==> src/hw/tcm_pkg.sv <==
// Purpose: shared constants and types for the timer compare-output block
// Assumes: 200 MHz pclk, 16-bit counter, three channels (1A, 1B, 2A)
// Notes: channel index 0 = 1A, 1 = 1B, 2 = 2A
package tcm_pkg;
    // widths
    localparam int CNT_W = 16;
    localparam int NCH = 3;
    localparam int ADDR_W = 12;
    localparam int DATA_W = 32;
    localparam int CFG_W = 11;
    // register map (byte addresses)
    localparam logic [ADDR_W-1:0] FLTR_OFS = 12'h01C;
    localparam logic [ADDR_W-1:0] STAT_OFS = 12'h040;
    localparam logic [CFG_W-1:0] FLTR_RESET = 11'h000;
    // field positions inside the control/filter register
    localparam int MODE_W = 3;
    localparam int CH1A_MODE_LSB = 0;
    localparam int CH1A_PHASE_BIT = 3;
    localparam int CH1B_MODE_LSB = 4;
    localparam int CH1B_PHASE_BIT = 7;
    localparam int CH2A_MODE_LSB = 8;
    localparam int MODE_LSB [NCH] = '{CH1A_MODE_LSB, CH1B_MODE_LSB, CH2A_MODE_LSB};
    // status register layout
    localparam int STAT_OUT_LSB = 0;
    localparam int STAT_IN_LSB = 3;
    // compare output modes
    typedef enum logic [2:0] {
        MODE_FORCE_LO = 3'h0,
        MODE_FORCE_HI = 3'h1,
        MODE_CLR_MATCH = 3'h2,
        MODE_SET_MATCH = 3'h3,
        MODE_TOGGLE = 3'h4,
        MODE_PULSE = 3'h5,
        MODE_PWM1 = 3'h6,
        MODE_PWM2 = 3'h7
    } tcm_mode_t;
    // input filter: top bit enables, low bits pick the sample rate
    localparam int FLT_EN_BIT = 2;
    localparam int FLT_SEL_W = 2;
    localparam int FLT_NRATE = 4;
    localparam int DIV_W = 6;
    localparam logic [DIV_W-1:0] DIV4_MASK = 6'h03;
    localparam logic [DIV_W-1:0] DIV16_MASK = 6'h0F;
    localparam logic [DIV_W-1:0] DIV64_MASK = 6'h3F;
endpackage : tcm_pkg

==> src/hw/tcm_flt_if.sv <==
// Purpose: carrier between the top and one input filter
// Assumes: one instance per channel
// Notes: tick holds the four sample-rate enables
`timescale 1ns/1ps
interface tcm_flt_if;
    logic [2:0] code;
    logic [tcm_pkg::FLT_NRATE-1:0] tick;
    logic raw;
    logic filt;
    modport ctl (output code, output tick, output raw, input filt);
    modport flt (input code, input tick, input raw, output filt);
endinterface : tcm_flt_if

==> src/hw/tcm_in_filter.sv <==
// Purpose: three-equal-sample input filter for one capture input
// Assumes: raw is already synchronised to pclk
// Notes: disabled codes pass the input through one flop
`timescale 1ns/1ps
module tcm_in_filter (
    // clock and reset
    input wire logic pclk,
    input wire logic presetn,
    // filter connection
    tcm_flt_if.flt fi
);
    import tcm_pkg::*;

    logic [1:0] hist_ff;
    logic filt_ff;
    logic smp;

    // sample enable chosen by the rate code
    assign smp = fi.tick[fi.code[FLT_SEL_W-1:0]];
    assign fi.filt = filt_ff;

    // sample history, shifted only at the chosen rate
    always_ff @(posedge pclk or negedge presetn) begin
        if (!presetn) begin
            hist_ff <= 2'h0;
        end else if (smp) begin
            hist_ff <= {hist_ff[0], fi.raw};
        end
    end

    always_ff @(posedge pclk or negedge presetn) begin
        if (!presetn) begin
            filt_ff <= 1'b0;
        end else if (!fi.code[FLT_EN_BIT]) begin
            filt_ff <= fi.raw; // filtering off
        end else if (smp && hist_ff[0] == fi.raw && hist_ff[1] == fi.raw) begin
            filt_ff <= fi.raw;
        end
    end
endmodule : tcm_in_filter

==> src/hw/tcm_top.sv <==
// Purpose: compare-output modes, phase control and input filters of three timer channels
// Assumes: counter, compare registers and direction come from the timer core on pclk
// Notes: register at 0x1C holds bits 10:0; a status word shows channel levels
// Function
// - modes 000/001 force output low/high
// - modes 010/011 clear/set on match
// - mode 100 toggles on each match
// - mode 101 gives one-count-period high pulse
// - PWM1 single point by count direction
// - PWM1 two point uses A and B
// - PWM2 is complement of PWM1
// - bit 7 inverts channel 1B output
// - slave mode: bit 7 inverts 1B input
// - bit 3 inverts 1A output or input; the input is inverted only in slave mode
// - bits 2:0 are 1A mode or filter
// - bits 10:8 are 2A mode or filter
// - filter: three equal samples at the selected rate (pclk, /4, /16 or /64)
//
// Our own choices: the placing of the registers and register access over APB.
`timescale 1ns/1ps
module tcm_top (
    // clock and reset
    input wire logic pclk,
    input wire logic presetn,
    // apb slave
    input wire logic psel,
    input wire logic penable,
    input wire logic pwrite,
    input wire logic [tcm_pkg::ADDR_W-1:0] paddr,
    input wire logic [tcm_pkg::DATA_W-1:0] pwdata,
    output logic [tcm_pkg::DATA_W-1:0] prdata,
    output logic pready,
    output logic pslverr,
    // timer core
    input wire logic [tcm_pkg::CNT_W-1:0] cnt,
    input wire logic cnt_tick,
    input wire logic count_up,
    input wire logic center_aligned,
    input wire logic slave_mode,
    input wire logic ch2a_phase_sel,
    input wire logic [tcm_pkg::NCH-1:0] capture_sel,
    input wire logic [tcm_pkg::NCH-1:0] two_point,
    input wire logic [tcm_pkg::NCH-1:0][tcm_pkg::CNT_W-1:0] ccr_a,
    input wire logic [tcm_pkg::NCH-1:0][tcm_pkg::CNT_W-1:0] ccr_b,
    // channel pins
    input wire logic [tcm_pkg::NCH-1:0] ch_pin_in,
    output logic [tcm_pkg::NCH-1:0] ch_out,
    output logic [tcm_pkg::NCH-1:0] ch_in_filt
);
    import tcm_pkg::*;

    logic [CFG_W-1:0] cfg_ff;
    logic pready_ff;
    logic pslverr_ff;
    logic [DATA_W-1:0] prdata_ff;
    logic [DIV_W-1:0] div_ff;
    logic [FLT_NRATE-1:0] tick;
    logic [NCH-1:0] phase;
    logic [NCH-1:0] ref_ff;
    logic [NCH-1:0] eq_ff;
    logic [NCH-1:0] out_ff;
    logic [NCH-1:0] in_filt_ff;
    logic [NCH-1:0] sync1_ff;
    logic [NCH-1:0] sync2_ff;
    logic [NCH-1:0] sync3_ff;
    logic [NCH-1:0] pin_ff;
    logic [NCH-1:0] in_pol;
    logic apb_done;
    logic hit_fltr;
    logic hit_stat;
    logic [DATA_W-1:0] nxt_prdata;

    // apb decode; the transfer completes in the cycle pready is high
    assign hit_fltr = (paddr == FLTR_OFS);
    assign hit_stat = (paddr == STAT_OFS);
    assign apb_done = psel && penable && pready_ff;

    // one wait state keeps pready and read data straight from flops
    always_ff @(posedge pclk or negedge presetn) begin
        if (!presetn) begin
            pready_ff <= 1'b0;
        end else begin
            pready_ff <= psel && penable && !pready_ff;
        end
    end

    // read mux: reserved bits above the fields read as zero
    always_comb begin
        nxt_prdata = '0;
        if (hit_fltr) begin
            nxt_prdata = DATA_W'(cfg_ff);
        end else if (hit_stat) begin
            nxt_prdata[STAT_OUT_LSB +: NCH] = out_ff;
            nxt_prdata[STAT_IN_LSB +: NCH] = in_filt_ff;
        end
    end

    // read data and error captured alongside pready
    always_ff @(posedge pclk or negedge presetn) begin
        if (!presetn) begin
            prdata_ff <= '0;
            pslverr_ff <= 1'b0;
        end else if (psel && penable && !pready_ff) begin
            prdata_ff <= pwrite ? '0 : nxt_prdata;
            pslverr_ff <= !(hit_fltr || (hit_stat && !pwrite)); // status is read-only
        end else begin
            prdata_ff <= '0;
            pslverr_ff <= 1'b0;
        end
    end

    always_ff @(posedge pclk or negedge presetn) begin
        if (!presetn) begin
            cfg_ff <= FLTR_RESET;
        end else if (apb_done && pwrite && hit_fltr) begin
            cfg_ff <= pwdata[CFG_W-1:0];
        end
    end

    assign prdata = prdata_ff;
    assign pready = pready_ff;
    assign pslverr = pslverr_ff;

    always_ff @(posedge pclk or negedge presetn) begin
        if (!presetn) begin
            div_ff <= '0;
        end else begin
            div_ff <= div_ff + DIV_W'(1);
        end
    end

    // rate enables: pclk, /4, /16, /64
    assign tick[0] = 1'b1;
    assign tick[1] = ((div_ff & DIV4_MASK) == DIV4_MASK);
    assign tick[2] = ((div_ff & DIV16_MASK) == DIV16_MASK);
    assign tick[3] = (div_ff == DIV64_MASK);

    // per-channel phase bits; 2A phase lives outside this field range
    assign phase[0] = cfg_ff[CH1A_PHASE_BIT];
    assign phase[1] = cfg_ff[CH1B_PHASE_BIT];
    assign phase[2] = ch2a_phase_sel;

    // input polarity only in slave mode
    assign in_pol[0] = slave_mode && cfg_ff[CH1A_PHASE_BIT];
    assign in_pol[1] = slave_mode && cfg_ff[CH1B_PHASE_BIT];
    assign in_pol[2] = 1'b0;

    genvar g;
    generate
        for (g = 0; g < NCH; g++) begin : g_ch
            tcm_mode_t mode;
            logic eq;
            logic match;
            logic pwm_single;
            logic pwm_two;
            logic pwm1;
            tcm_flt_if fif ();

            assign mode = tcm_mode_t'(cfg_ff[MODE_LSB[g] +: MODE_W]);
            assign eq = (cnt == ccr_a[g]);
            // match fires once when the counter reaches the compare value
            assign match = eq && !eq_ff[g] && !capture_sel[g];

            assign pwm_single = count_up ? (cnt < ccr_a[g]) : (cnt <= ccr_a[g]);
            // two point, edge or center aligned
            assign pwm_two = !center_aligned ? !((ccr_a[g] < cnt) && (cnt <= ccr_b[g])) :
                             count_up ? (cnt < ccr_a[g]) : !(cnt > ccr_b[g]);
            assign pwm1 = two_point[g] ? pwm_two : pwm_single;

            // equality history for match edge
            always_ff @(posedge pclk or negedge presetn) begin
                if (!presetn) begin
                    eq_ff[g] <= 1'b0;
                end else begin
                    eq_ff[g] <= eq;
                end
            end

            // reference level per compare mode
            always_ff @(posedge pclk or negedge presetn) begin
                if (!presetn) begin
                    ref_ff[g] <= 1'b0;
                end else begin
                    case (mode)
                        MODE_FORCE_LO: ref_ff[g] <= 1'b0;
                        MODE_FORCE_HI: ref_ff[g] <= 1'b1;
                        MODE_CLR_MATCH: begin
                            if (match) begin
                                ref_ff[g] <= 1'b0;
                            end
                        end
                        MODE_SET_MATCH: begin
                            if (match) begin
                                ref_ff[g] <= 1'b1;
                            end
                        end
                        MODE_TOGGLE: begin
                            if (match) begin
                                ref_ff[g] <= !ref_ff[g];
                            end
                        end
                        MODE_PULSE: begin
                            if (match) begin
                                ref_ff[g] <= 1'b1;
                            end else if (cnt_tick) begin
                                ref_ff[g] <= 1'b0;
                            end
                        end
                        MODE_PWM1: ref_ff[g] <= pwm1;
                        MODE_PWM2: ref_ff[g] <= !pwm1;
                        default: ref_ff[g] <= 1'b0;
                    endcase
                end
            end

            always_ff @(posedge pclk or negedge presetn) begin
                if (!presetn) begin
                    out_ff[g] <= 1'b0;
                end else begin
                    out_ff[g] <= capture_sel[g] ? 1'b0 : (ref_ff[g] ^ phase[g]);
                end
            end

            // three-flop pin sync; only the second flop reads the first
            always_ff @(posedge pclk or negedge presetn) begin
                if (!presetn) begin
                    sync1_ff[g] <= 1'b0;
                    sync2_ff[g] <= 1'b0;
                    sync3_ff[g] <= 1'b0;
                end else begin
                    sync1_ff[g] <= ch_pin_in[g];
                    sync2_ff[g] <= sync1_ff[g];
                    sync3_ff[g] <= sync2_ff[g];
                end
            end

            // a change counts once second and third stages agree
            always_ff @(posedge pclk or negedge presetn) begin
                if (!presetn) begin
                    pin_ff[g] <= 1'b0;
                end else if (sync2_ff[g] == sync3_ff[g]) begin
                    pin_ff[g] <= sync3_ff[g];
                end
            end

            // field acts as filter when capturing
            assign fif.code = capture_sel[g] ? cfg_ff[MODE_LSB[g] +: MODE_W] : 3'h0;
            assign fif.tick = tick;
            assign fif.raw = pin_ff[g] ^ in_pol[g];

            tcm_in_filter u_flt (
                .pclk(pclk),
                .presetn(presetn),
                .fi(fif.flt)
            );

            // filtered input registered at the top boundary
            always_ff @(posedge pclk or negedge presetn) begin
                if (!presetn) begin
                    in_filt_ff[g] <= 1'b0;
                end else begin
                    in_filt_ff[g] <= fif.filt;
                end
            end
        end
    endgenerate

    assign ch_out = out_ff;
    assign ch_in_filt = in_filt_ff;
endmodule : tcm_top

==> config.mk <==
export PLATFORM = sky130hd
export DESIGN_NAME = tcm_top
export DESIGN_NICKNAME = d
export VERILOG_FILES = /design/src/hw/tcm_pkg.sv /design/src/hw/tcm_flt_if.sv /design/src/hw/tcm_in_filter.sv /design/src/hw/tcm_top.sv
export SDC_FILE = /design/constraint.sdc
export NUM_CORES = 1
export LEC_CHECK = 0
export BUFFER_PORTS_ARGS = -buffer_cell sky130_fd_sc_hd__buf_4
export CORE_MARGIN = 2
export CORE_UTILIZATION = 45
export CTS_CLUSTER_DIAMETER = 150
export DETAILED_ROUTE_END_ITERATION = 6
export PLACE_DENSITY_LB_ADDON = 0.08
export RECOVER_POWER = 100
export SYNTH_ARGS = -nofsm -noshare
export SYNTH_HDL_FRONTEND = slang
export SYNTH_HIERARCHICAL = 1
export SYNTH_SLANG_ARGS = --single-unit
==> constraint.sdc <==
create_clock -name pclk -period 2.2 [get_ports pclk]
set_input_delay 0.22 -clock pclk [delete_from_list [all_inputs] [get_ports pclk]]
set_output_delay 0.22 -clock pclk [all_outputs]
set_load 0.005 [all_outputs]
## Word level (Yosys, flattened, before mapping)

Cells that the tools add are included.

- $lt $le $gt $ge: 18
- Reductions and logical operators: 51
- Bitwise gates (word level): 5
- Eq/ne operators: 53
- Mux-type cells: 52
- Multipliers: 0
- Divide/modulo/power cells: 0
- Shift operators: 0
- $add $sub $neg: 1

Operator list:

| operator | number |
|---|---|
| <= comparator 16 bit | 6 |
| < comparator 16 bit | 6 |
| two-way mux 32 bit | 2 |
| == test 16 bit | 3 |
| greater-than comparator 16 bit | 3 |
| two-way mux 1 bit | 38 |
| == test 3 bit (second input constant) | 12 |
| != test 2 bit (second input constant) | 12 |
| one-hot mux 1 bit (8 select lines) | 3 |
| logical AND 1 bit | 23 |
| logical NOT 1 bit | 21 |
| == test 3 x 2 -> 1 bit (second input constant) | 6 |
| == test 12 x 5 -> 1 bit (second input constant) | 1 |
| == test 12 x 7 -> 1 bit (second input constant) | 1 |
| two-way mux 6 bit | 2 |
| AND reduction 4 bit | 3 |
| == test 1 bit | 9 |
| == test 3 x 1 -> 1 bit (second input constant) | 3 |
| logical NOT 3 bit | 3 |
| < comparator 2 x 3 -> 1 bit (second input constant) | 3 |
| two-way mux 3 bit | 3 |
| != test 3 bit (second input constant) | 3 |
| adder 6 x 1 -> 6 bit (second input constant) | 1 |
| binary-select mux 1 bit (select 2 bit) | 3 |
| 6 further kinds | 10 |

- Bits in writable memories: 0
- Logic and storage cells: 215
- Input port bits: 175
- Bits in registers: 84
- Latch bits: 0
- ROM bits: 0
- Output and inout bits: 40
- Memories: 0

## Depth between registers and ports, before layout

- Depth after elaboration: 7
- Depth in mapped cells: 9
- Depth with buffers taken out: 9

## Modules after synthesis

Netlist, hierarchy kept.

By module, submodules not included:

| module | area an instance (µm²) | sequential area each (µm²) | cells an instance | instances |
|---|---|---|---|---|
| tcm_top | 4927.2 | 1351.3 | 556 | 1 |
| tcm_in_filter | 168.9 | 75.1 | 12 | 3 |

## Worst setup path after synthesis

No wires, ideal clock.

- Kind: register -> register
- Start point: register div_ff[0]
- End point: register g_ch[0].u_flt.filt_ff
- Cell stages (with the launch flop): 7
- Library setup time: 0.080 ns
- Data required time: 2.120 ns
- Path buffers: 0
- Data arrival time: 1.995 ns
- Setup slack: 0.125 ns
- Clock period less this slack: 2.075 ns
- Cells stage by stage: dfrtp_1 -> ha_1 -> and3_1 -> and3_1 -> mux4_2 -> mux2_4 -> nor3_2

- Longest elaborated chain between the ends: 6
- Elaborated cells on any way between the ends: 8
- Those cells by class: eq/ne: 4; mux: 2; reduce/logical: 2

RTL lines:

| element | line | text |
|---|---|---|
| start, declared | tcm_top.sv:56 | `logic [DIV_W-1:0] div_ff;` |
| start signal, assigned | tcm_top.sv:128 | `div_ff <= div_ff + DIV_W'(1);` |
| == test 2 bit | tcm_top.sv:134 | `assign tick[1] = ((div_ff & DIV4_MASK) == DIV4_MASK);` |
| via g_ch[0].fif.tick (one bit) | tcm_flt_if.sv:7 | `logic [tcm_pkg::FLT_NRATE-1:0] tick;` |
| binary-select mux 1 bit (select 2 bit) | tcm_in_filter.sv:19 | `assign smp = fi.tick[fi.code[FLT_SEL_W-1:0]];` |
| two-way mux 1 bit (implied by the code) | tcm_in_filter.sv:19 |  |
| logical AND 1 bit (2 in series) | tcm_in_filter.sv:36 | `end else if (smp && hist_ff[0] == fi.raw && hist_ff[1] == fi.raw) begin` |
| != test 2 bit (no source line) | n/a |  |
| end signal, assigned | tcm_in_filter.sv:35 | `filt_ff <= fi.raw;` |
| end signal, assigned | tcm_in_filter.sv:37 | `filt_ff <= fi.raw;` |
| end, declared | tcm_in_filter.sv:15 | `logic filt_ff;` |

The timed path passes the listed nets, and every way through them passes these cells. The select of a mux whose other input is x is not followed.
A chain may end at the register's enable or synchronous reset.

## Final worst setup path

- Start point: register div_ff[0]
- End point: register g_ch[2].u_flt.filt_ff

- Longest elaborated chain between the ends: 6
- Elaborated cells on any way between the ends: 8
- Those cells by class: eq/ne: 4; mux: 2; reduce/logical: 2

RTL lines:

| element | line |
|---|---|
| == test 2 bit | tcm_top.sv:134 |
| via g_ch[0].fif.tick (one bit) | tcm_flt_if.sv:7 |
| binary-select mux 1 bit (select 2 bit) | tcm_in_filter.sv:19 |
| two-way mux 1 bit (implied by the code) | tcm_in_filter.sv:19 |
| logical AND 1 bit (2 in series) | tcm_in_filter.sv:36 |
| != test 2 bit (no source line) | n/a |
| end signal, assigned | tcm_in_filter.sv:35 |
| end signal, assigned | tcm_in_filter.sv:37 |
| end, declared | tcm_in_filter.sv:15 |

The timed path passes the listed nets, and every way through them passes these cells. The select of a mux whose other input is x is not followed.

==> results.yml <==
pwr:
  leakage_power_figure_nw: 3.903
  pwr-share-seq: 0.349
  power_frac_comb: 0.230
  clock_power_share: 0.420
  power_report.internal_total_mw: 2.627
  p_sw_frac: 0.2628
  power-per-cell-area_mw_per_mm2: 492.4
  peakVddDrop_uv: 357.6
  total_switching_power_mw: 0.9365
synth:
  most_common_cell_in_the_synthesized_netlist: "sky130_fd_sc_hd__inv_1"
  synth-edff-count: 0
  post_synth_instance_area_mm2: 0.005434
  synthDominantCellAreaShare: 0.2901
  synth_area_leader_cell: "sky130_fd_sc_hd__dfrtp_1"
  synth.avg_cell_area_um2: 9.179
  synth.distinct_cells: 62
  synth-warning-count: 6
  synthCells: 592
  synthTopCellsByCount: "99 x sky130_fd_sc_hd__inv_1, 97 x sky130_fd_sc_hd__ha_1, 63 x sky130_fd_sc_hd__dfrtp_1, 42 x sky130_fd_sc_hd__a21oi_1, 35 x sky130_fd_sc_hd__nand2_1"
  postSynth.asyncResetShare: 1.000
  ys_seq_elements: 63
  synth.top_cells.by_area: "sky130_fd_sc_hd__dfrtp_1 29%, sky130_fd_sc_hd__ha_1 22%, sky130_fd_sc_hd__inv_1 6.8%, sky130_fd_sc_hd__a21oi_1 3.9%, sky130_fd_sc_hd__buf_4 3.0%"
  synthFlopType: "sky130_fd_sc_hd__dfrtp_1"
  seq_area_frac_synth: 0.2901
floorplan:
  top_level_ports: 215
  dieWidth_um: 113.9
  core_area_mm2: 0.01191
  initial_utilization: 0.4562
  dieHeight_um: 113.9
  placement_rows: 40
  floorplan.die_area_mm2: 0.01297
finish:
  finish.net_count: 1066
  area.sequential_mm2: 0.001577
  layoutNonFillerInstCount: 946
  antenna-diode-count: 0
  drive_gt1_frac: 0.2778
  fillerInstances: 1052
  post-route-util: 0.6077
  area_growth_syn_to_layout_pct: 33.20
  multiInputGateArea_mm2: 0.003354
  postLayoutCellArea_mm2: 0.007238
clock_tree:
  post_cts_buffers: 0
  cts_tree: "yes"
  ctsLongestPathBuffers: 2
  tritoncts_buffer_count: 9
  cts.root.buffer_cell: "sky130_fd_sc_hd__clkbuf_16"
  clkSlewWorstSetupHoldPaths_ps: 50
  insertion_delay_ps: 320
  cts-htree-levels: 3
  cts_num_sinks: 63
drt:
  drt_iter0_drc: 167
  route.antenna.remaining_nets: 0
  avgViaCountPerCell: 5.142
  total_number_of_vias: 4864
  drt_wl_total_um: 14720
  drt_drc_violations_left: 0
  first_pass_drt_iterations: 4
  detail_route.wl_per_cell_um: 15.56
outcome:
  run_status: "finished with violations"
  violations: "max-capacitance violations, max-slew violations"
sta:
  final.hold.worst_slack_ps: 82.48
  worstMarginPinSlew_ps: 1527
  setup_repair_after_global_routing_missed_its_margin: "no"
  slew_violations: 64
  hold_viol: 0
  timing.setup.tns_ps: 0
  maximum_clock_skew_at_final_layout_ps: 3.474
  setup-violations-final: 0
  layout_worst_path_cycle_share: 0.9669
  fmax_ghz: 0.4701
  timing.max_slew.rel_slack: -0.01823
  final_critical_path_required_period_ps: 2127
critical_path:
  critical_path.endpoint_type: "flop"
  worst_r2r_path_depth: 6
  timing_worst_setup_path_type: "reg -> reg"
  timing.critical_path.from_type: "flop"
  critical-path-slowest-cell: "sky130_fd_sc_hd__mux4_2"
  crit_arrival_ps: 2380
  timing.critical_path.fanout_max: 3
  worst_path_largest_cell_delay_ps: 540
  crit_required_ps: 2450
  timing.critical_path.cells: "ha_1 -> and3_1 -> and3_4 -> mux4_2 -> mux2_4 -> nor3_4"
min_path:
  min_path_cells: 2
  hp_class: "in -> reg"
global_route:
  grt_first_pass_wirelength_um: 23270
  antenna_found_initial: 0
  gr-usage-all-layers: 0.2278
  first_global_vias: 4939
  grt_max_degree: 64
  grt_overflow_total: 0
placed_design:
  place_area_mm2: 0.006952
  dp_cells: 926
  count_of_input_and_output_buffers: 172
  detailed_place_hpwl_um: 12100
  final_replace_weighted_congestion: 0.8306
flow_run:
  max-cap-violations: 1
[worst max-delay path, delay by kind of cell (launching register included)]
family                     cells  cell delay (ps)
and+or+nand+nor                3              570
DFF                            1              390
adders and majority gates      1              210
muxes                          2              880
[registers in the layout (all words and copies together), names as in the netlist]
name,flops
ref_ff,3
sync2_ff,3
sync1_ff,3
pslverr,1
cfg_ff,11
div_ff,6
g_ch.u_flt/hist_ff,6
pready,1
g_ch.u_flt/fi.filt,3
sync3_ff,3
prdata,11
ch_out,3
ch_in_filt,3
g_ch.fif.raw,1
pin_ff,2
eq_ff,3
[placed cells by master, fill, tap and decap left out, types with 4 or more instances in the layout]
cell type                         n
sky130_fd_sc_hd__conb_1          24
sky130_fd_sc_hd__nand3_1         15
sky130_fd_sc_hd__a21oi_1         42
sky130_fd_sc_hd__nand2_1         35
sky130_fd_sc_hd__dfrtp_1         63
sky130_fd_sc_hd__and2_1          11
sky130_fd_sc_hd__a31oi_1          6
sky130_fd_sc_hd__o21ai_0         13
sky130_fd_sc_hd__mux2_2           6
sky130_fd_sc_hd__nor4_1           9
sky130_fd_sc_hd__a21boi_0         7
sky130_fd_sc_hd__nor2_1          23
sky130_fd_sc_hd__clkbuf_4        23
sky130_fd_sc_hd__clkbuf_1         5
sky130_fd_sc_hd__a21o_1           6
sky130_fd_sc_hd__a211oi_1         5
sky130_fd_sc_hd__and4_1           6
sky130_fd_sc_hd__buf_4          156
sky130_fd_sc_hd__a22oi_1          7
sky130_fd_sc_hd__nor3_1          10
sky130_fd_sc_hd__inv_1           99
sky130_fd_sc_hd__o211ai_1         7
sky130_fd_sc_hd__dlygate4sd3_1    4
sky130_fd_sc_hd__mux2_1          11
sky130_fd_sc_hd__xnor2_1          6
sky130_fd_sc_hd__nand4_1         15
sky130_fd_sc_hd__and3_1           4
sky130_fd_sc_hd__clkbuf_16        9
sky130_fd_sc_hd__nor2b_1         10
sky130_fd_sc_hd__ha_1            97
[area by class of cell]
class | count | area share
multi-input cells | 429 | 0.4634
flip-flops and latches | 63 | 0.2178
repair buffers | 191 | 0.1969
inverters | 100 | 0.05186
clock buffers | 9 | 0.03111
well taps | 147 | 0.02541
clock inverters | 7 | 0.01348
[worst paths after layout]
| check | to | from | slack (ps) |
|---|---|---|---|
| hold reg to reg | sync2_ff[2] | sync1_ff[2] | 350 |
| setup / recovery | g_ch[2].u_flt/fi.filt | div_ff[0] | 70 |
| hold / removal | ch_out[0] | capture_sel[0] | 80 |
| max in group asynchronous | div_ff[1] | presetn | 480 |
| min in group asynchronous | sync3_ff[0] | presetn | 810 |
| setup reg to reg | g_ch[2].u_flt/fi.filt | div_ff[0] | 70 |
[kinds of logic (layout without fill, tap and decap cells)]
group                      count (synthesis)  after routing  synth area share
adders and majority gates                100            100            0.2289
other                                      2             24          0.001382
buffers and inverters                    122            307           0.09947
xor gates and xnor gates                   9              9           0.01451
DFF                                       63             63            0.2901
AOI/OAI and AO/OA                        114            114            0.1372
and+or+nand+nor                          157            157            0.1688
muxes                                     25             25           0.05963
[through the flow]
stage               setup WS [ps]  power, mW
global placement           -177.0      2.049
global route                15.13      3.746
finish                      72.75      3.564
floorplan                   124.9      1.691
detailed placement         -195.9      2.088
CTS                         31.28      3.611
[power groups by stage]
| stage | Combinational, mW | Clock (mW) | Sequential, mW |
|---|---|---|---|
| floorplan | 0.434 | 0 | 1.26 |
| global placement | 0.787 | 0 | 1.26 |
| detailed placement | 0.823 | 0 | 1.27 |
| CTS | 0.834 | 1.53 | 1.25 |
| global route | 0.924 | 1.57 | 1.25 |
| finish | 0.821 | 1.50 | 1.25 |
[per-layer routing]
metal | vias up | routed length, µm | GRT usage | share of wire
met3 | 13 | 1060 | 0.03826 | 0.072
met5 | - | 0 | 0 | 0
li1 | 2453 | - | - | -
met4 | 0 | 157 | 0.05285 | 0.011
met1 | 2235 | 6698 | 0.3026 | 0.46
met2 | 163 | 6800 | 0.3900 | 0.46
[timing repair]
action | CTS | global route
gates resized for setup | 0 | 3
endpoints found under the setup margin | 0 | 3
endpoints found under the hold margin | 19 | 0
hold buffers | 4 | 0
Note: power is estimated with default switching activity, not from simulation.
